`src/rtl/rfc_pkg.sv`:
```
package rfc_pkg;
    // register byte offsets on the bus
    localparam logic [7:0] OFF_CONV_CFG = 8'h00;
    localparam logic [7:0] OFF_TMR_CTRL = 8'h04;
    localparam logic [7:0] OFF_TMR_A = 8'h08;
    localparam logic [7:0] OFF_TMR_B = 8'h0C;
    localparam logic [7:0] OFF_IRQ_STAT = 8'h10;
    localparam logic [7:0] OFF_IRQ_MASK = 8'h14;
    // reset values and writable-bit masks
    localparam logic [7:0] CONV_CFG_RST = 8'h00;
    localparam logic [7:0] CONV_CFG_MASK = 8'hE7;
    localparam logic [7:0] TMR_CTRL_RST = 8'h08;
    localparam logic [7:0] TMR_CTRL_MASK = 8'h78;
    // converter_config field positions
    localparam int CFG_CH_SEL = 7;
    localparam int CFG_TMB_CLK = 6;
    localparam int CFG_AUX_EN = 5;
    localparam int CFG_NET_SEL = 2;
    localparam int CFG_CONV_MODE = 1;
    localparam int CFG_OVF_SRC = 0;
    // timer_control field positions
    localparam int TMC_MODE_LO = 5;
    localparam int TMC_EN = 4;
    localparam int TMC_EDGE = 3;
    // interrupt status and mask bits
    localparam int IRQ_W = 2;
    localparam int IRQ_OVF = 0;
    localparam int IRQ_PULSE = 1;
    localparam logic [IRQ_W-1:0] IRQ_RST = 2'h0;
    // axi responses
    localparam logic [1:0] RESP_OKAY = 2'h0;
    localparam logic [1:0] RESP_SLVERR = 2'h2;

    typedef enum logic [1:0] {
        MODE_UNUSED = 2'b00,
        MODE_EVENT = 2'b01,
        MODE_TIMER = 2'b10,
        MODE_PULSE = 2'b11
    } rfc_tmode_t;

    typedef enum logic [0:0] {
        PW_WAIT = 1'b0,
        PW_RUN = 1'b1
    } rfc_pw_state_t;

    // decoded control fields
    typedef struct packed {
        logic ch_sel;
        logic tmb_clk;
        logic aux_en;
        logic net_sel;
        logic conv_mode;
        logic ovf_src;
        rfc_tmode_t mode;
        logic enable;
        logic edge_sel;
    } rfc_ctrl_t;
endpackage : rfc_pkg

```
`src/rtl/rfc_top.sv`:
```
`timescale 1ns/1ns
module rfc_top #(
    parameter int CNT_W = 16
) (
    input wire logic I_CLK_SYS, // 25 MHz system clock
    input wire logic I_RESET, // async reset, active high
    input wire logic [7:0] I_AXI_AWADDR, // write address
    input wire logic I_AXI_AWVALID, // write address valid
    output logic O_AXI_AWREADY, // write address ready
    input wire logic [31:0] I_AXI_WDATA, // write data
    input wire logic [3:0] I_AXI_WSTRB, // write byte strobes
    input wire logic I_AXI_WVALID, // write data valid
    output logic O_AXI_WREADY, // write data ready
    output logic [1:0] O_AXI_BRESP, // write response
    output logic O_AXI_BVALID, // write response valid
    input wire logic I_AXI_BREADY, // write response ready
    input wire logic [7:0] I_AXI_ARADDR, // read address
    input wire logic I_AXI_ARVALID, // read address valid
    output logic O_AXI_ARREADY, // read address ready
    output logic [31:0] O_AXI_RDATA, // read data
    output logic [1:0] O_AXI_RRESP, // read response
    output logic O_AXI_RVALID, // read data valid
    input wire logic I_AXI_RREADY, // read data ready
    input wire logic I_EXT_OSC_INPUT_0, // converter oscillator 0 output
    input wire logic I_EXT_OSC_INPUT_1, // converter oscillator 1 output
    input wire logic I_AUX_LOW_SPEED_OSC, // auxiliary oscillator output
    output logic O_AUX_OSC_ENABLE, // runs auxiliary oscillator
    output logic O_NETWORK_SELECT, // 1 = sensor resistor network
    output logic O_OSC_CHANNEL_SELECT, // 1 = oscillator channel 1
    output logic O_IRQ // level interrupt
);
    localparam logic [CNT_W-1:0] CNT_MAX = '1;

    logic [7:0] conv_cfg_q;
    logic [7:0] tmr_ctrl_q;
    logic [CNT_W-1:0] tmr_a_q;
    logic [CNT_W-1:0] tmr_b_q;
    localparam int IRQ_W_L = rfc_pkg::IRQ_W;
    logic [IRQ_W_L-1:0] irq_stat_q;
    logic [IRQ_W_L-1:0] irq_mask_q;
    logic [7:0] awaddr_q;
    logic [31:0] wdata_q;
    logic [3:0] wstrb_q;
    logic aw_held_q;
    logic w_held_q;
    logic do_wr;
    logic in_prev_q;
    logic aux_prev_q;
    logic irq_q;
    rfc_pkg::rfc_pw_state_t pw_q;
    rfc_pkg::rfc_ctrl_t c;
    logic sel_in;
    logic in_rise;
    logic in_fall;
    logic aux_rise;
    logic ev_tick;
    logic a_tick;
    logic b_tick;
    logic ovf_a;
    logic ovf_b;
    logic conv_ovf;
    logic tmr_ovf;
    logic pw_start;
    logic pw_stop;
    logic hw_stop;
    logic wr_cfg;
    logic wr_ctrl;
    logic wr_a;
    logic wr_b;
    logic wr_stat;
    logic wr_mask;
    logic cnt_locked;
    logic [CNT_W-1:0] wr_cnt;
    logic [IRQ_W_L-1:0] irq_set;
    logic [31:0] rd_word;

    // word-aligned match of a bus address against a register offset
    function automatic logic hit(input logic [7:0] addr, input logic [7:0] off);
        hit = ({addr[7:2], 2'b00} == off);
    endfunction : hit

    function automatic logic mapped(input logic [7:0] addr);
        mapped = hit(addr, rfc_pkg::OFF_CONV_CFG) | hit(addr, rfc_pkg::OFF_TMR_CTRL)
               | hit(addr, rfc_pkg::OFF_TMR_A) | hit(addr, rfc_pkg::OFF_TMR_B)
               | hit(addr, rfc_pkg::OFF_IRQ_STAT) | hit(addr, rfc_pkg::OFF_IRQ_MASK);
    endfunction : mapped

    // byte-lane merge of a bus word into a register
    function automatic logic [CNT_W-1:0] merge(input logic [CNT_W-1:0] old, input logic [31:0] d,
                                               input logic [3:0] s);
        logic [CNT_W-1:0] r;
        r = old;
        for (int i = 0; i < CNT_W / 8; i++) begin
            if (s[i]) begin
                r[i*8 +: 8] = d[i*8 +: 8];
            end
        end
        merge = r;
    endfunction : merge

    // decode of the two control registers
    always_comb begin
        c.ch_sel = conv_cfg_q[rfc_pkg::CFG_CH_SEL];
        c.tmb_clk = conv_cfg_q[rfc_pkg::CFG_TMB_CLK];
        c.aux_en = conv_cfg_q[rfc_pkg::CFG_AUX_EN];
        c.net_sel = conv_cfg_q[rfc_pkg::CFG_NET_SEL];
        c.conv_mode = conv_cfg_q[rfc_pkg::CFG_CONV_MODE];
        c.ovf_src = conv_cfg_q[rfc_pkg::CFG_OVF_SRC];
        c.mode = rfc_pkg::rfc_tmode_t'(tmr_ctrl_q[rfc_pkg::TMC_MODE_LO +: 2]);
        c.enable = tmr_ctrl_q[rfc_pkg::TMC_EN];
        c.edge_sel = tmr_ctrl_q[rfc_pkg::TMC_EDGE];
    end

    // input selection and edge detection; a change of channel may look like one edge
    assign sel_in = c.ch_sel ? I_EXT_OSC_INPUT_1 : I_EXT_OSC_INPUT_0;
    assign in_rise = sel_in & ~in_prev_q;
    assign in_fall = ~sel_in & in_prev_q;
    assign aux_rise = I_AUX_LOW_SPEED_OSC & ~aux_prev_q & c.aux_en; // stopped oscillator gives no edges
    assign ev_tick = c.edge_sel ? in_fall : in_rise;

    always_ff @(posedge I_CLK_SYS or posedge I_RESET) begin
        if (I_RESET) begin
            in_prev_q <= 1'b0;
            aux_prev_q <= 1'b0;
        end else begin
            in_prev_q <= sel_in;
            aux_prev_q <= I_AUX_LOW_SPEED_OSC;
        end
    end

    // clock enables of both counters per mode
    always_comb begin
        case (c.mode)
            rfc_pkg::MODE_EVENT: a_tick = ev_tick;
            rfc_pkg::MODE_TIMER: a_tick = 1'b1;
            rfc_pkg::MODE_PULSE: a_tick = (pw_q == rfc_pkg::PW_RUN) && !c.conv_mode;
            rfc_pkg::MODE_UNUSED: a_tick = 1'b0;
            default: a_tick = 1'b0;
        endcase
        a_tick = a_tick & c.enable;
        b_tick = c.enable & c.conv_mode & (c.tmb_clk ? in_rise : aux_rise);
    end

    assign ovf_a = a_tick && (tmr_a_q == CNT_MAX);
    assign ovf_b = b_tick && (tmr_b_q == CNT_MAX);
    assign conv_ovf = c.conv_mode && (c.ovf_src ? ovf_b : ovf_a);
    assign tmr_ovf = !c.conv_mode && ovf_a;
    // pulse mode: edge_sel 1 starts on rising and stops on falling, 0 the other way
    assign pw_start = c.edge_sel ? in_rise : in_fall;
    assign pw_stop = c.edge_sel ? in_fall : in_rise;
    assign hw_stop = conv_ovf
                   || (!c.conv_mode && c.mode == rfc_pkg::MODE_PULSE && pw_q == rfc_pkg::PW_RUN && pw_stop);
    assign irq_set = {hw_stop & ~conv_ovf, conv_ovf | tmr_ovf};

    // pulse width measurement: one measurement per setting of the enable bit
    always_ff @(posedge I_CLK_SYS or posedge I_RESET) begin
        if (I_RESET) begin
            pw_q <= rfc_pkg::PW_WAIT;
        end else begin
            case (pw_q)
                rfc_pkg::PW_WAIT: begin
                    if (c.enable && !c.conv_mode && c.mode == rfc_pkg::MODE_PULSE && pw_start) begin
                        pw_q <= rfc_pkg::PW_RUN;
                    end
                end
                rfc_pkg::PW_RUN: begin
                    if (pw_stop || !c.enable || c.conv_mode || c.mode != rfc_pkg::MODE_PULSE) begin
                        pw_q <= rfc_pkg::PW_WAIT;
                    end
                end
                default: pw_q <= rfc_pkg::PW_WAIT;
            endcase
        end
    end

    // write decode; counters are locked while the converter runs
    assign do_wr = aw_held_q & w_held_q & ~O_AXI_BVALID;
    assign cnt_locked = c.conv_mode & c.enable;
    assign wr_cfg = do_wr & hit(awaddr_q, rfc_pkg::OFF_CONV_CFG) & wstrb_q[0];
    assign wr_ctrl = do_wr & hit(awaddr_q, rfc_pkg::OFF_TMR_CTRL) & wstrb_q[0];
    assign wr_a = do_wr & hit(awaddr_q, rfc_pkg::OFF_TMR_A) & ~cnt_locked;
    assign wr_b = do_wr & hit(awaddr_q, rfc_pkg::OFF_TMR_B) & ~cnt_locked;
    assign wr_stat = do_wr & hit(awaddr_q, rfc_pkg::OFF_IRQ_STAT) & wstrb_q[0];
    assign wr_mask = do_wr & hit(awaddr_q, rfc_pkg::OFF_IRQ_MASK) & wstrb_q[0];
    assign wr_cnt = merge(tmr_b_q, wdata_q, wstrb_q);

    // converter configuration register
    always_ff @(posedge I_CLK_SYS or posedge I_RESET) begin
        if (I_RESET) begin
            conv_cfg_q <= rfc_pkg::CONV_CFG_RST; // auxiliary oscillator off
        end else if (wr_cfg) begin
            conv_cfg_q <= wdata_q[7:0] & rfc_pkg::CONV_CFG_MASK;
        end
    end

    // timer control; hardware clears the enable at the end of a run, a write wins
    always_ff @(posedge I_CLK_SYS or posedge I_RESET) begin
        if (I_RESET) begin
            tmr_ctrl_q <= rfc_pkg::TMR_CTRL_RST;
        end else if (wr_ctrl) begin
            tmr_ctrl_q <= wdata_q[7:0] & rfc_pkg::TMR_CTRL_MASK; // bit 7 and 2..0 stay 0
        end else if (hw_stop) begin
            tmr_ctrl_q[rfc_pkg::TMC_EN] <= 1'b0;
        end
    end

    // counters: two up counters in converter mode, counter plus preload otherwise
    always_ff @(posedge I_CLK_SYS or posedge I_RESET) begin
        if (I_RESET) begin
            tmr_a_q <= '0;
            tmr_b_q <= '0;
        end else if (c.conv_mode) begin
            if (wr_a) begin
                tmr_a_q <= merge(tmr_a_q, wdata_q, wstrb_q);
            end else if (a_tick) begin
                tmr_a_q <= tmr_a_q + 1'b1;
            end
            if (wr_b) begin
                tmr_b_q <= wr_cnt;
            end else if (b_tick) begin
                tmr_b_q <= tmr_b_q + 1'b1;
            end
        end else begin
            if (wr_b) begin
                tmr_b_q <= wr_cnt;
            end
            if (wr_b && !c.enable) begin
                tmr_a_q <= wr_cnt; // stopped counter also takes the preload
            end else if (wr_a && !c.enable) begin
                tmr_a_q <= merge(tmr_a_q, wdata_q, wstrb_q);
            end else if (ovf_a) begin
                tmr_a_q <= tmr_b_q; // reload on overflow
            end else if (a_tick) begin
                tmr_a_q <= tmr_a_q + 1'b1;
            end
        end
    end

    // sticky status, write one to clear; a new event beats the clear
    always_ff @(posedge I_CLK_SYS or posedge I_RESET) begin
        if (I_RESET) begin
            irq_stat_q <= rfc_pkg::IRQ_RST;
            irq_mask_q <= rfc_pkg::IRQ_RST;
            irq_q <= 1'b0;
        end else begin
            irq_stat_q <= (irq_stat_q & ~(wr_stat ? wdata_q[IRQ_W_L-1:0] : '0)) | irq_set;
            if (wr_mask) begin
                irq_mask_q <= wdata_q[IRQ_W_L-1:0];
            end
            irq_q <= |(irq_stat_q & irq_mask_q);
        end
    end

    // write channels: address and data taken in either order, answer two cycles after both
    always_ff @(posedge I_CLK_SYS or posedge I_RESET) begin
        if (I_RESET) begin
            aw_held_q <= 1'b0;
            w_held_q <= 1'b0;
            awaddr_q <= 8'h00;
            wdata_q <= 32'h0000_0000;
            wstrb_q <= 4'h0;
            O_AXI_BVALID <= 1'b0;
            O_AXI_BRESP <= rfc_pkg::RESP_OKAY;
            O_AXI_AWREADY <= 1'b1;
            O_AXI_WREADY <= 1'b1;
        end else begin
            // readies are kept as their own flops so the pins carry no gate after the register
            if (!aw_held_q && I_AXI_AWVALID) begin
                aw_held_q <= 1'b1;
                awaddr_q <= I_AXI_AWADDR;
                O_AXI_AWREADY <= 1'b0;
            end
            if (!w_held_q && I_AXI_WVALID) begin
                w_held_q <= 1'b1;
                wdata_q <= I_AXI_WDATA;
                wstrb_q <= I_AXI_WSTRB;
                O_AXI_WREADY <= 1'b0;
            end
            if (do_wr) begin
                O_AXI_BVALID <= 1'b1;
                O_AXI_BRESP <= mapped(awaddr_q) ? rfc_pkg::RESP_OKAY : rfc_pkg::RESP_SLVERR;
            end else if (O_AXI_BVALID && I_AXI_BREADY) begin
                O_AXI_BVALID <= 1'b0;
                aw_held_q <= 1'b0;
                w_held_q <= 1'b0;
                O_AXI_AWREADY <= 1'b1;
                O_AXI_WREADY <= 1'b1;
            end
        end
    end

    // read mux; unmapped offsets read zero
    always_comb begin
        rd_word = 32'h0000_0000;
        if (hit(I_AXI_ARADDR, rfc_pkg::OFF_CONV_CFG)) rd_word[7:0] = conv_cfg_q;
        if (hit(I_AXI_ARADDR, rfc_pkg::OFF_TMR_CTRL)) rd_word[7:0] = tmr_ctrl_q;
        if (hit(I_AXI_ARADDR, rfc_pkg::OFF_TMR_A)) rd_word[CNT_W-1:0] = tmr_a_q;
        if (hit(I_AXI_ARADDR, rfc_pkg::OFF_TMR_B)) rd_word[CNT_W-1:0] = tmr_b_q;
        if (hit(I_AXI_ARADDR, rfc_pkg::OFF_IRQ_STAT)) rd_word[IRQ_W_L-1:0] = irq_stat_q;
        if (hit(I_AXI_ARADDR, rfc_pkg::OFF_IRQ_MASK)) rd_word[IRQ_W_L-1:0] = irq_mask_q;
    end

    // read channel: data one cycle after the address is taken
    always_ff @(posedge I_CLK_SYS or posedge I_RESET) begin
        if (I_RESET) begin
            O_AXI_ARREADY <= 1'b1;
            O_AXI_RVALID <= 1'b0;
            O_AXI_RDATA <= 32'h0000_0000;
            O_AXI_RRESP <= rfc_pkg::RESP_OKAY;
        end else if (O_AXI_ARREADY && I_AXI_ARVALID) begin
            O_AXI_ARREADY <= 1'b0;
            O_AXI_RVALID <= 1'b1;
            O_AXI_RDATA <= rd_word;
            O_AXI_RRESP <= mapped(I_AXI_ARADDR) ? rfc_pkg::RESP_OKAY : rfc_pkg::RESP_SLVERR;
        end else if (O_AXI_RVALID && I_AXI_RREADY) begin
            O_AXI_RVALID <= 1'b0;
            O_AXI_ARREADY <= 1'b1;
        end
    end

    // analog controls come straight from the configuration flops
    assign O_AUX_OSC_ENABLE = conv_cfg_q[rfc_pkg::CFG_AUX_EN];
    assign O_NETWORK_SELECT = conv_cfg_q[rfc_pkg::CFG_NET_SEL];
    assign O_OSC_CHANNEL_SELECT = conv_cfg_q[rfc_pkg::CFG_CH_SEL];
    assign O_IRQ = irq_q;
endmodule : rfc_top

```
`config.mk`:
```
export PLATFORM = sky130hd
export DESIGN_NAME = rfc_top
export DESIGN_NICKNAME = d
export VERILOG_FILES = /design/src/rtl/rfc_pkg.sv /design/src/rtl/rfc_top.sv
export SDC_FILE = /design/constraint.sdc
export NUM_CORES = 1
export LEC_CHECK = 0
export ABC_AREA = 1
export CAP_MARGIN = 10
export CORE_MARGIN = 1.5
export CORE_UTILIZATION = 55
export DETAILED_ROUTE_END_ITERATION = 8
export DONT_BUFFER_PORTS = 1
export PLACE_DENSITY_LB_ADDON = 0.15
export SLEW_MARGIN = 20
export SYNTH_ARGS = -nofsm -noshare
export SYNTH_HDL_FRONTEND = slang
export SYNTH_SLANG_ARGS = --single-unit
```
`constraint.sdc`:
```
create_clock -name I_CLK_SYS -period 5.05 [get_ports I_CLK_SYS]
set_clock_uncertainty 0.2 [all_clocks]
set_input_delay 1.515 -clock I_CLK_SYS [delete_from_list [all_inputs] [get_ports I_CLK_SYS]]
set_output_delay 1.515 -clock I_CLK_SYS [all_outputs]
set_load 0.01 [all_outputs]
```
* Yosys cells after proc, flatten, opt, wreduce, memory -nomap -nowiden
Cells that the tools add are included.
Word-level totals: register bits 103, input port bits 62, output and inout port bits 45
Cells by class: add/sub/neg operators 2, equality and inequality tests 16, mux-type cells 52, bitwise operators 44, reductions and logical operators 36
Operator list (number):
- 2-to-1 mux 16 bit | 12
- 2-to-1 mux 8 bit | 6
- adder 16 x 1 -> 16 bit, second input constant | 2
- equality test 16 bit, second input constant | 2
- 2-to-1 mux 1 bit | 27
- equality test 6 x 2 -> 1 bit, second input constant | 4
- equality test 6 x 3 -> 1 bit, second input constant | 4
- AND 1 bit | 22
- logical AND 1 bit | 18
- equality test 6 x 1 -> 1 bit, second input constant | 2
- zero test 6 bit | 2
- OR 1 bit | 11
- 2-to-1 mux 2 bit | 5
- nonzero test 2 bit | 5
- NOT 1 bit | 7
- AND 2 bit | 2
- equality test 2 bit, second input constant | 2
- zero test 1 bit | 4
- logical OR 1 bit | 4
- one-hot mux 1 bit (4 select lines) | 1
- equality test 2 x 1 -> 1 bit, second input constant | 1
- zero test 2 bit | 1
- inequality test 2 bit, second input constant | 1
- NOT 2 bit | 1
- other kinds (4) | 4

* Depth between registers and ports, before layout
Gate-level depths: netlist (run 1).
word-level depth 12, gate-level depth with buffers 15

* Worst setup path after synthesis (run 1)
Ideal clock, no wire load.
kind in2reg, start input I_AXI_ARADDR[7], end register O_AXI_RDATA[7], setup time 0.083 ns, arrival time 2.655 ns, required time 4.767 ns, path slack 2.113 ns, stages 8, path buffers 1, path through nor2_1 -> nand2_1 -> nor2_1 -> nand2_1 -> buf_2 -> o22ai_1 -> a21oi_1 -> o21ai_0
Between the ends: longest elaborated chain between the ends 5, elaborated cells on any way between the ends 8, classes of those cells eq/ne (3); mux (4); reduce/logical (1)
Ends and longest elaborated chain:
- start: declaration | RTL line rfc_top.sv:17 | input wire logic [7:0] I_AXI_ARADDR,
- zero test 6 bit | RTL line rfc_top.sv:79 | hit = ({addr[7:2], 2'b00} == off);
- 2-to-1 mux 8 bit | RTL line rfc_top.sv:295 | if (hit(I_AXI_ARADDR, rfc_pkg::OFF_CONV_CFG)) rd_word[7:0] = conv_cfg_q;
- 2-to-1 mux 8 bit | RTL line rfc_top.sv:296 | if (hit(I_AXI_ARADDR, rfc_pkg::OFF_TMR_CTRL)) rd_word[7:0] = tmr_ctrl_q;
- 2-to-1 mux 16 bit | RTL line rfc_top.sv:297 | if (hit(I_AXI_ARADDR, rfc_pkg::OFF_TMR_A)) rd_word[CNT_W-1:0] = tmr_a_q;
- 2-to-1 mux 16 bit (*) | RTL line rfc_top.sv:298 | if (hit(I_AXI_ARADDR, rfc_pkg::OFF_TMR_B)) rd_word[CNT_W-1:0] = tmr_b_q;
- end signal: assignment | RTL line rfc_top.sv:313 | O_AXI_RDATA <= rd_word;
- end: declaration | RTL line rfc_top.sv:20 | output logic [31:0] O_AXI_RDATA,
Mark *: on every way between the ends. The rest lies on a longest branch, timed or not. A chain may end at the register's enable or synchronous reset.

* Worst setup path after layout (run 1)
start register conv_cfg_q[1], end register tmr_b_q[9]
Between the ends: longest elaborated chain between the ends 5, elaborated cells on any way between the ends 9, classes of those cells mux (2); bitwise (4); reduce/logical (3)
Ends and longest elaborated chain:
- start: declaration | RTL line rfc_top.sv:34 | logic [7:0] conv_cfg_q;
- start signal: assignment | RTL line rfc_top.sv:190 | conv_cfg_q <= rfc_pkg::CONV_CFG_RST;
- start signal: assignment | RTL line rfc_top.sv:192 | conv_cfg_q <= wdata_q[7:0] & rfc_pkg::CONV_CFG_MASK;
- AND 1 bit | RTL line rfc_top.sv:141, rfc_top.sv:178
- NOT 1 bit | RTL line rfc_top.sv:182 | assign wr_b = do_wr & hit(awaddr_q, rfc_pkg::OFF_TMR_B) & ~cnt_locked;
- AND 1 bit | RTL line rfc_top.sv:182
- 2-to-1 mux 16 bit / nonzero test 2 bit (equally long branches)
- 2-to-1 mux 16 bit / AND reduction 2 bit (equally long branches)
- end signal: assignment | RTL line rfc_top.sv:219 | tmr_b_q <= wr_cnt;
- end signal: assignment | RTL line rfc_top.sv:221 | tmr_b_q <= tmr_b_q + 1'b1;
- end signal: assignment | RTL line rfc_top.sv:225 | tmr_b_q <= wr_cnt;
- end: declaration | RTL line rfc_top.sv:37 | logic [CNT_W-1:0] tmr_b_q;
Several ways; a longest one is shown, not always the timed one.

==> metrics.md, run 1 <==
| Metric | Value |
|---|---|
| Run status | `finished, violations left` |
| Failing checks | `DRC` |
| Clock power share | `18.3%` |
| Vias per cell | `5.70` |
| PwrDens | `525 nW/um^2` |
| Port Buffers | `0` |
| Multi-input logic area | `3360 um^2` |
| Vias in the first global route | `5720` |
| GRT Overall Usage | `30.5%` |
| Clock sinks | `99` |
| Initial antenna violation count | `0` |
| Remaining DRCs | `4` |
| Final period utilization | `69.8%` |
| Area Overhead vs Synth | `4.12%` |
| Least-Margin Pin Slew | `0.957 ns` |
| Clk buf depth | `2` |
| Leak | `3.36 nW` |
| Combinational power share | `39.4%` |
| Core ar. | `11500 um^2` |
| Worst endpoint required time | `5.10 ns` |
| Largest net degree at the start of global routing | `82` |
| Internal | `1.82 mW` |
| Worst Hold Class | `reg2reg` |
| Setup CP Type | `reg2reg` |
| YS warnings | `0` |
| Placed wire-length estimate | `13300 um` |
| CP arrival | `3.58 ns` |
| Initial Utilization | `56.9%` |
| # fillers | `1179` |
| CTS Buf Count | `9` |
| NetSw | `1.77 mW` |
| Ratio of cells with drive above 1 in the final layout | `4.35%` |
| Final Hold Viols | `0` |
| Placed Instances | `1115` |
| I/O pin count | `107` |
| Netlist Area Pre-Place | `6560 um^2` |
| Register area share after synthesis | `37.9%` |
| CTS resizes | `0` |
| Max FO, Critical Path | `23` |
| Total grt overflow | `0` |
| Sequential Power Share | `42.3%` |
| CTS Hold Bufs | `0` |
| Yosys reg bits | `99` |
| Postcts setup bufs | `0` |
| Commonest non-fill, non-tap cell in the layout | `nand2_1` |
| Post-synth cell types | `41` |
| Synth top area share | `36.3%` |
| Syn Inst Count | `1002` |
| H-tree depth | `3` |
| # setup viols final | `0` |
| Setup TNS | `0 ns` |
| RSZ-0062 raised after global routing | `no` |
| Switch share | `49.3%` |
| WL/cell | `16.4 um` |
| Die width | `112 um` |
| Initial detailed-routing violation count | `636` |
| GP Congestion | `0.971` |
| Register area | `2480 um^2` |
| Worst skew pair latency | `0.36 ns` |
| DR vias | `6442` |
| Clock transition at the registers of the reported paths | `0.07 ns` |
| Final Worst Setup Slack | `1.52 ns` |
| Root buf cell | `clkbuf_16` |
| Critical Path Sink Type | `register` |
| Tmin final | `3.53 ns` |
| Max Fclk | `284 MHz` |
| CTS tree | `done` |
| NumNets Final | `1047` |
| DIE AREA | `12600 um^2` |
| Slew Limit Headroom | `36.2%` |
| Startpoint types | `register` |
| WHS | `0.271 ns` |
| Row count | `39` |
| Max-cap viol count | `0` |
| Max VDD drop | `0.313 mV` |
| Pre-antenna DRT Iters | `9` |
| Area leader, netlist | `dfrtp_1` |
| First-pass GRT wire length | `30100 um` |
| Die Y | `112 um` |
| ANT nets after route | `0` |
| Pre-CTS WS | `1.47 ns` |
| # diodes | `0` |
| Top post-synthesis cells by area | `dfrtp_1, nand2_1, inv_1` |
| Syn Area/Cell | `6.54 um^2` |
| Most frequent cells in the layout | `nand2_1, inv_1, dfrtp_1, o21ai_0, nand3_1` |
| Slew Viols, Final | `0` |
| Post-Route WL | `18500 um` |
| Non-Filler Instances | `1131` |
cells by family (layout without fill, tap and decap cells):
kind of cell | after synthesis | after routing | synth area share, %
simple gates | 551 | 551 | 35.5
buf+inv | 179 | 148 | 11.9
compound gates | 165 | 165 | 13.6
flops | 99 | 99 | 37.9
xor+xnor | 5 | 5 | 0.668
fa+ha+maj | 2 | 2 | 0.382
other cells | 1 | 18 | 0.0572
cell usage after synthesis (all sizes together):
cell and instances:
a211oi 2, a21oi 43, a22o 1, a22oi 1
a311oi 1, a31oi 1, a32oi 5, buf 36
clkbuf 20, clkinv 2, conb 1, dfrtp 95
dfstp 4, ha 2, inv 121, nand2 339
nand3 86, nand3b 1, nand4 23, nor2 78
nor3 18, nor4 3, nor4b 1, o211ai 8
o21ai 96, o221ai 1, o22ai 5, o41ai 1
or2 1, or3b 1, xnor2 1, xor2 4
registers in the layout (all words and copies together), names as in the netlist:
name	cells
tmr_b_q	16
irq_mask_q	2
w_held_q	1
O_AXI_RRESP	1
irq_stat_q	2
wdata_q	16
O_AXI_AWREADY	1
O_AXI_WREADY	1
O_IRQ	1
O_AXI_RDATA	16
wstrb_q	2
conv_cfg_q	6
pw_q	1
in_prev_q	1
aw_held_q	1
tmr_ctrl_q	4
awaddr_q	6
tmr_a_q	16
aux_prev_q	1
O_AXI_BRESP	1
O_AXI_BVALID	1
O_AXI_ARREADY	1
O_AXI_RVALID	1
power by group through the flow:
stage | logic [mW] | clock network [mW] | registers, mW
final | 1.41 | 0.656 | 1.52
after global routing | 1.60 | 0.690 | 1.55
after CTS | 1.39 | 0.661 | 1.50
after detailed placement | 1.38 | 0 | 1.51
after global placement | 1.36 | 0 | 1.51
after floorplan | 1.16 | 0 | 1.31
worst max-delay path, cell delays in order, from the launching register on:
cell and delay, ns:
dfrtp_1 0.97, inv_1 0.66, nor2_2 0.81, inv_2 0.33, o21ai_0 0.24, nand2_1 0.06
o21ai_0 0.09, inv_1 0.05
area by class of cell:
type                       count  area share, %
sequential                    99           36.4
timing repair buffer           9          0.990
multi-input combinational    741           49.2
tap                          143           2.62
clock buffer                  10           3.35
inverter                     123           6.84
clock inverter                 6          0.605
routing by layer:
metal | share of wire [%] | global-route usage, %
met1 | 46 | 44.8
met2 | 43 | 45.4
met3 | 9.5 | 5.72
met4 | 1.8 | 10.0
met5 | 0 | 0
per-stage QoR:
step | instance area, um^2 | total power, mW | utilization [%]
final | 6830 | 3.58 | 59.3
after global routing | 6830 | 3.85 | 59.3
after CTS | 6820 | 3.55 | 59.3
after detailed placement | 6550 | 2.89 | 56.9
after global placement | 6550 | 2.87 | 56.9
after floorplan | 6620 | 2.47 | -
worst paths after layout:
path                                    start       endpoint  slack, ns  depth (start not counted)
min in group asynchronous             I_RESET  irq_mask_q[1]       0.94                          1
worst max register to register  conv_cfg_q[1]     tmr_b_q[9]       1.52                          7
worst max-delay path            conv_cfg_q[1]     tmr_b_q[9]       1.52                          7
worst min-delay path              wdata_q[15]    wdata_q[15]       0.27                          2
worst min register to register    wdata_q[15]    wdata_q[15]       0.27                          2
max in group asynchronous             I_RESET    wdata_q[11]       2.94                          2
Note: power is estimated with default switching activity, not from simulation.
==> inputs of run 2 (changes only) <==
- ABC_AREA: 1 -> 0
- clock period: 5.05 -> 3.6 ns (I/O delays scaled with it)
==> metrics.md, run 2 <==
| Metric | Value |
|---|---|
| Worst R2R Setup Slack | `0.79 ns (-0.73 ns)` |
| Tmin final | `2.94 ns` |
| CTS Hold Bufs | `0 (unchanged)` |
| Register area share after synthesis | `36.8% (-1.1 points)` |
| Postcts setup bufs | `0 (unchanged)` |
| CTS tree | `done` |
| Post-synth cell types | `82 (+100%)` |
| CP max stage delay | `0.40 ns (-0.57 ns)` |
| Leak | `2.85 nW (-15%)` |
| Remaining DRCs | `0 (-4)` |
| CP arrival | `3.04 ns (-0.54 ns)` |
| Total grt overflow | `0 (unchanged)` |
| Slew Limit Headroom | `48.3% (+12 points)` |
| Main flop type after synthesis | `dfrtp_1` |
| I/O pin count | `107 (unchanged)` |
| Port Buffers | `0 (unchanged)` |
| Most common cell in the netlist | `dfrtp_1` |
| Initial detailed-routing violation count | `657 (+3.3%)` |
| Area Overhead vs Synth | `5.85%` |
| Synth top area share | `35.2% (-1.1 points)` |
| CP top delay family | `multiplexers` |
| Max FO, Critical Path | `8 (-65%)` |
| Worst Path Buf+Inv | `1 (-2)` |
| Run status | `finished, final reports clean` |
| Initial antenna violation count | `0 (unchanged)` |
| GRT Overall Usage | `34.5% (+4.0 points)` |
| DIE AREA | `13000 um^2 (+2.9%)` |
| Slew Viols, Final | `0 (unchanged)` |
| Number of synthesized flops with an enable pin | `0 (unchanged)` |
| Slowest cell on crit path | `mux2_4` |
| WL/cell | `23.3 um (+42%)` |
| Max-cap viol count | `0 (unchanged)` |
| Pre-CTS WS | `0.333 ns (-1.13 ns)` |
| H-tree depth | `3 (unchanged)` |
| Clock sinks | `99 (unchanged)` |
| CTS resizes | `0 (unchanged)` |
| CP cell instances | `mux2i_1 -> inv_2 -> mux2_4 -> a21oi_1 -> mux2_2 -> a221oi_1 -> a21o_1` |
| Row count | `40 (+2.6%)` |
| Least-Margin Pin Slew | `0.774 ns (-0.183 ns)` |
| Post-Route WL | `21900 um (+18%)` |
| Synth top cells by count | `dfrtp_1, nand2_1, o21ai_0` |
| Startpoint types | `primary input` |
| Netlist Area Pre-Place | `6750 um^2 (+3.0%)` |
| DR vias | `6393 (-0.76%)` |
| Yosys reg bits | `99 (unchanged)` |
| # setup viols final | `0 (unchanged)` |
| Tot Pwr | `5.34 mW (+49%)` |
| Clock transition at the registers of the reported paths | `0.07 ns (about the same)` |
| First-pass GRT wire length | `33800 um (+12%)` |
| Critical Path Sink Type | `register` |
| Syn Area/Cell | `8.33 um^2 (+27%)` |
| YS warnings | `0 (unchanged)` |
| Placed wire-length estimate | `16000 um (+21%)` |
| GP Congestion | `0.999 (+2.8%)` |
| Die width | `114 um (+1.5%)` |
| Critical path depth in cells | `7 (unchanged)` |
| Ratio of cells with drive above 1 in the final layout | `12.9% (+8.5 points)` |
| Final Worst Setup Slack | `0.659 ns (-0.864 ns)` |
| Ys async rst share | `100% (unchanged)` |
| Commonest non-fill, non-tap cell in the layout | `dfrtp_1` |
| Max VDD drop | `0.491 mV (+57%)` |
| PwrDens | `747 nW/um^2 (+42%)` |
| Root buf cell | `clkbuf_16` |
| NumNets Final | `853 (-19%)` |
| Worst Hold Class | `reg2reg` |
| Core ar. | `12000 um^2 (+4.3%)` |
| Top post-synthesis cells by area | `dfrtp_1, o21ai_0, mux2_2` |
| Largest net degree at the start of global routing | `51 (-38%)` |
| Most frequent cells in the layout | `dfrtp_1, nand2_1, o21ai_0, a21oi_1, nor2_1` |
| ANT nets after route | `0 (unchanged)` |
| Vias in the first global route | `5930 (+3.7%)` |
| Vias per cell | `6.80 (+19%)` |
| Initial Utilization | `56.2% (-0.70 points)` |
| Pre-antenna DRT Iters | `8 (-1)` |
| Final Hold Viols | `0 (unchanged)` |
| Worst endpoint required time | `3.70 ns (-1.40 ns)` |
| Setup CP Type | `in2reg` |
| Area leader, netlist | `dfrtp_1` |
| CTS Buf Count | `9 (unchanged)` |
| Clk buf depth | `2 (unchanged)` |
| Worst Hold Depth | `2 (unchanged)` |
| Final period utilization | `81.7%` |
| Max Fclk | `340 MHz` |
| Syn Inst Count | `811 (-19%)` |
| RSZ-0062 raised after global routing | `no` |
| Worst skew pair latency | `0.36 ns (about the same)` |
| Die Y | `114 um (+1.5%)` |
| Setup TNS | `0 ns (unchanged)` |
| Worst R2R Path Depth | `7 (unchanged)` |
-- run 2: path summary, 6_finish.rpt --
check / startpoint / to
max: I_EXT_OSC_INPUT_1 / tmr_a_q[8]
min: O_AXI_WREADY / O_AXI_WREADY
max reg2reg: conv_cfg_q[7] / tmr_a_q[8]
min reg2reg: O_AXI_WREADY / O_AXI_WREADY
max in group asynchronous: I_RESET / O_AXI_WREADY
min in group asynchronous: I_RESET / awaddr_q[7]
-- run 2: cell families (layout without fill, tap and decap cells) --
logic type      Yosys count  count (layout)  synth area share, %
compound gates          275             275                 26.2
xor+xnor                  4               4                0.519
fa+ha+maj                 2               2                0.370
buf+inv                 109              73                 7.32
flops                    99              99                 36.8
mux                      54              54                 8.91
other cells               1              19               0.0555
simple gates            267             267                 19.9
-- run 2: metrics by stage --
stage	utilization (%)	hold WS, ns	cell area [um^2]	instances
2_1_floorplan	-	0.266	6820	828
3_3_place_gp	57.2	0.303	6870	925
3_5_place_dp	57.2	0.309	6870	925
4_1_cts	59.5	0.323	7150	939
5_1_grt	59.5	0.337	7150	939
6_report	59.5	0.319	7150	940
-- run 2: power by group --
group          internal (mW)  switching, mW
sequential              1.50          0.763
combinational          0.884           1.25
clock                  0.520          0.425
total                   2.90           2.44
-- run 2: layer usage --
metal,track usage (%),vias up,routed length (um)
met5,0,-,0
met2,52.2,354,9750
met3,7.17,37,2110
met1,49.3,3085,9500
met4,11.5,0,532
li1,-,2917,-
-- run 2: cell type report --
type                    count  area (um^2)
fillers                  1130         4860
multi-input cells         620         3840
flip-flops and latches     99         2480
clock buffers              13          270
repair buffers             32          253
well taps                 147          184
inverters                  27          105
clock inverters             1         8.76
diodes                      1         2.50
-- run 2: worst register-to-register path: stages, from the launching register on --
cell and delay, ns:
dfrtp_1 0.49, mux2i_1 0.39, inv_2 0.18, mux2_4 0.40, a21oi_1 0.29, mux2_2 0.37
a221oi_1 0.30, a21o_1 0.13
==> inputs of run 3 (changes only) <==
- ABC_AREA: 0 -> 1
- clock period: 3.6 -> 2.99 ns (I/O delays scaled with it)
==> metrics.md, run 3 (synthesized netlist as in run 1, its figures left out) <==
| Metric | Value |
|---|---|
| Post-layout util | `61.3% (+1.8 points)` |
| Startpoint types | `register` |
| Tot Pwr | `6.27 mW (+17%)` |
| Area post-placement | `6760 um^2 (-1.5%)` |
| GP Congestion | `1.01 (+0.79%)` |
| Core ar. | `11500 um^2 (-4.1%)` |
| CTS tree | `done` |
| Worst R2R Path Depth | `13 (+6)` |
| # fillers | `1136 (+0.53%)` |
| H-tree depth | `3 (unchanged)` |
| Worst endpoint required time | `3.03 ns (-0.67 ns)` |
| Die Y | `112 um (-1.4%)` |
| Pre-CTS WS | `0.419 ns (+0.0865 ns)` |
| Largest net degree at the start of global routing | `37 (-27%)` |
| Non-Filler Instances | `1157 (+23%)` |
| Final instance area | `7060 um^2 (-1.3%)` |
| CTS Buf Count | `9 (unchanged)` |
| CP arrival | `2.46 ns (-0.58 ns)` |
| WHS | `0.244 ns (-0.0747 ns)` |
| Row count | `39 (-2.5%)` |
| Clk buf depth | `2 (unchanged)` |
| NumNets Final | `1073 (+26%)` |
| Final Hold Viols | `0 (unchanged)` |
| Initial Utilization | `56.9% (+0.70 points)` |
| RSZ-0062 raised after global routing | `no` |
| Slew Viols, Final | `0 (unchanged)` |
| Root buf cell | `clkbuf_16` |
| Remaining DRCs | `8 (+8)` |
| Slew Limit Headroom | `64.3% (+16 points)` |
| Die width | `112 um (-1.4%)` |
| Ratio of cells with drive above 1 in the final layout | `6.80% (-6.1 points)` |
| Placed Instances | `1141 (+23%)` |
| Most frequent cells in the layout | `nand2_1, inv_1, dfrtp_1, o21ai_0, nand3_1` |
| PwrDens | `888 nW/um^2 (+19%)` |
| Setup CP Type | `reg2reg` |
| Max FO, Critical Path | `12 (+4)` |
| WL/cell | `16.1 um (-31%)` |
| Max VDD drop | `0.481 mV (-1.9%)` |
| Setup TNS | `0 ns (unchanged)` |
| Pre-antenna DRT Iters | `9 (+1)` |
| Reg2Reg Capture Point | `tmr_a_q[7]` |
| Clock transition at the registers of the reported paths | `0.07 ns (about the same)` |
| Run status | `finished, violations left` |
| RR Startpoint | `tmr_a_q[1]` |
| CTS resizes | `0 (unchanged)` |
| # setup viols final | `0 (unchanged)` |
| Initial antenna violation count | `0 (unchanged)` |
| Postcts setup bufs | `0 (unchanged)` |
| DIE AREA | `12600 um^2 (-2.9%)` |
| DR vias | `6528 (+2.1%)` |
| Tmin final | `2.42 ns` |
| Initial detailed-routing violation count | `712 (+8.4%)` |
| Worst R2R Setup Slack | `0.57 ns (-0.22 ns)` |
| Worst skew pair latency | `0.35 ns (about the same)` |
| Leak | `3.51 nW (+23%)` |
| Max-cap viol count | `0 (unchanged)` |
| GRT Overall Usage | `30.5% (-4.0 points)` |
| First-pass GRT wire length | `30300 um (-10%)` |
| Critical Path Sink Type | `register` |
| Vias in the first global route | `5934 (+0.067%)` |
| Least-Margin Pin Slew | `0.534 ns (-0.240 ns)` |
| # diodes | `0 (-1)` |
| ANT nets after route | `0 (unchanged)` |
| Total grt overflow | `0 (unchanged)` |
| Post-Route WL | `18600 um (-15%)` |
| Placed wire-length estimate | `13900 um (-13%)` |
| Max Fclk | `412 MHz` |
| Area Overhead vs Synth | `7.63%` |
| I/O pin count | `107 (unchanged)` |
| Clock sinks | `99 (unchanged)` |
| Final Worst Setup Slack | `0.565 ns (-0.0939 ns)` |
| Vias per cell | `5.64 (-17%)` |
| Final period utilization | `81.1%` |
| Worst Hold Class | `in2async` |
| Failing checks | `DRC` |
| CTS Hold Bufs | `0 (unchanged)` |
| Port Buffers | `0 (unchanged)` |
| Commonest non-fill, non-tap cell in the layout | `nand2_1` |
run 3: changes by cell type in the layout (fill, tap and decap cells not counted), moves of 16 or more:
cell     delta
mux2i_1    -17
nand2_1   +244
mux2_2     -35
nor2_1     +32
nand3_1    +57
a31oi_1    -17
inv_1      +93
a21oi_1    -16
run 3: per-layer routing:
metal | vias to the layer above | wire [um] | GRT usage [%]
met1 | 2957 | 8090 | 44.5
li1 | 3218 | - | -
met4 | 0 | 372 | 9.28
met2 | 328 | 7870 | 44.5
met3 | 25 | 2250 | 8.05
met5 | - | 0 | 0
run 3: worst max path at each step:
stage	startpoint	endpoint	slack, ns	cells after the start
2_1_floorplan	I_AXI_ARADDR[7]	O_AXI_RDATA[7]	0.67	8
3_3_place_gp	I_EXT_OSC_INPUT_1	tmr_a_q[5]	0.39	12
3_5_place_dp	I_EXT_OSC_INPUT_1	tmr_a_q[5]	0.42	12
4_1_cts	O_AXI_BVALID	tmr_b_q[9]	0.63	10
5_1_grt	tmr_b_q[0]	tmr_b_q[10]	0.30	12
6_report	tmr_a_q[1]	tmr_a_q[7]	0.57	13
run 3: area by class of cell:
type / instances / area [um^2] / area share, %
multi-input combinational: 741 / 3360 / 47.6
sequential: 99 / 2480 / 35.2
inverter: 123 / 465 / 6.60
timing repair buffer: 35 / 275 / 3.90
clock buffer: 10 / 229 / 3.24
tap: 143 / 179 / 2.54
clock inverter: 6 / 65.1 / 0.922
run 3: report_power, final:
part           switching (mW)  internal, mW
Sequential              0.597          1.82
Clock                   0.532         0.651
Combinational            1.85         0.822
run 3: critical path, cell delays in order (launching register included):
cell	delay, ns
dfrtp_1	0.49
ha_1	0.25
nand2_1	0.11
nor2_1	0.18
nand2_1	0.11
nor2_1	0.25
nand3_1	0.15
buf_4	0.22
nor2_1	0.10
nor2_1	0.05
nand2_1	0.06
nand2_1	0.05
nand2_1	0.05
nand2_1	0.04
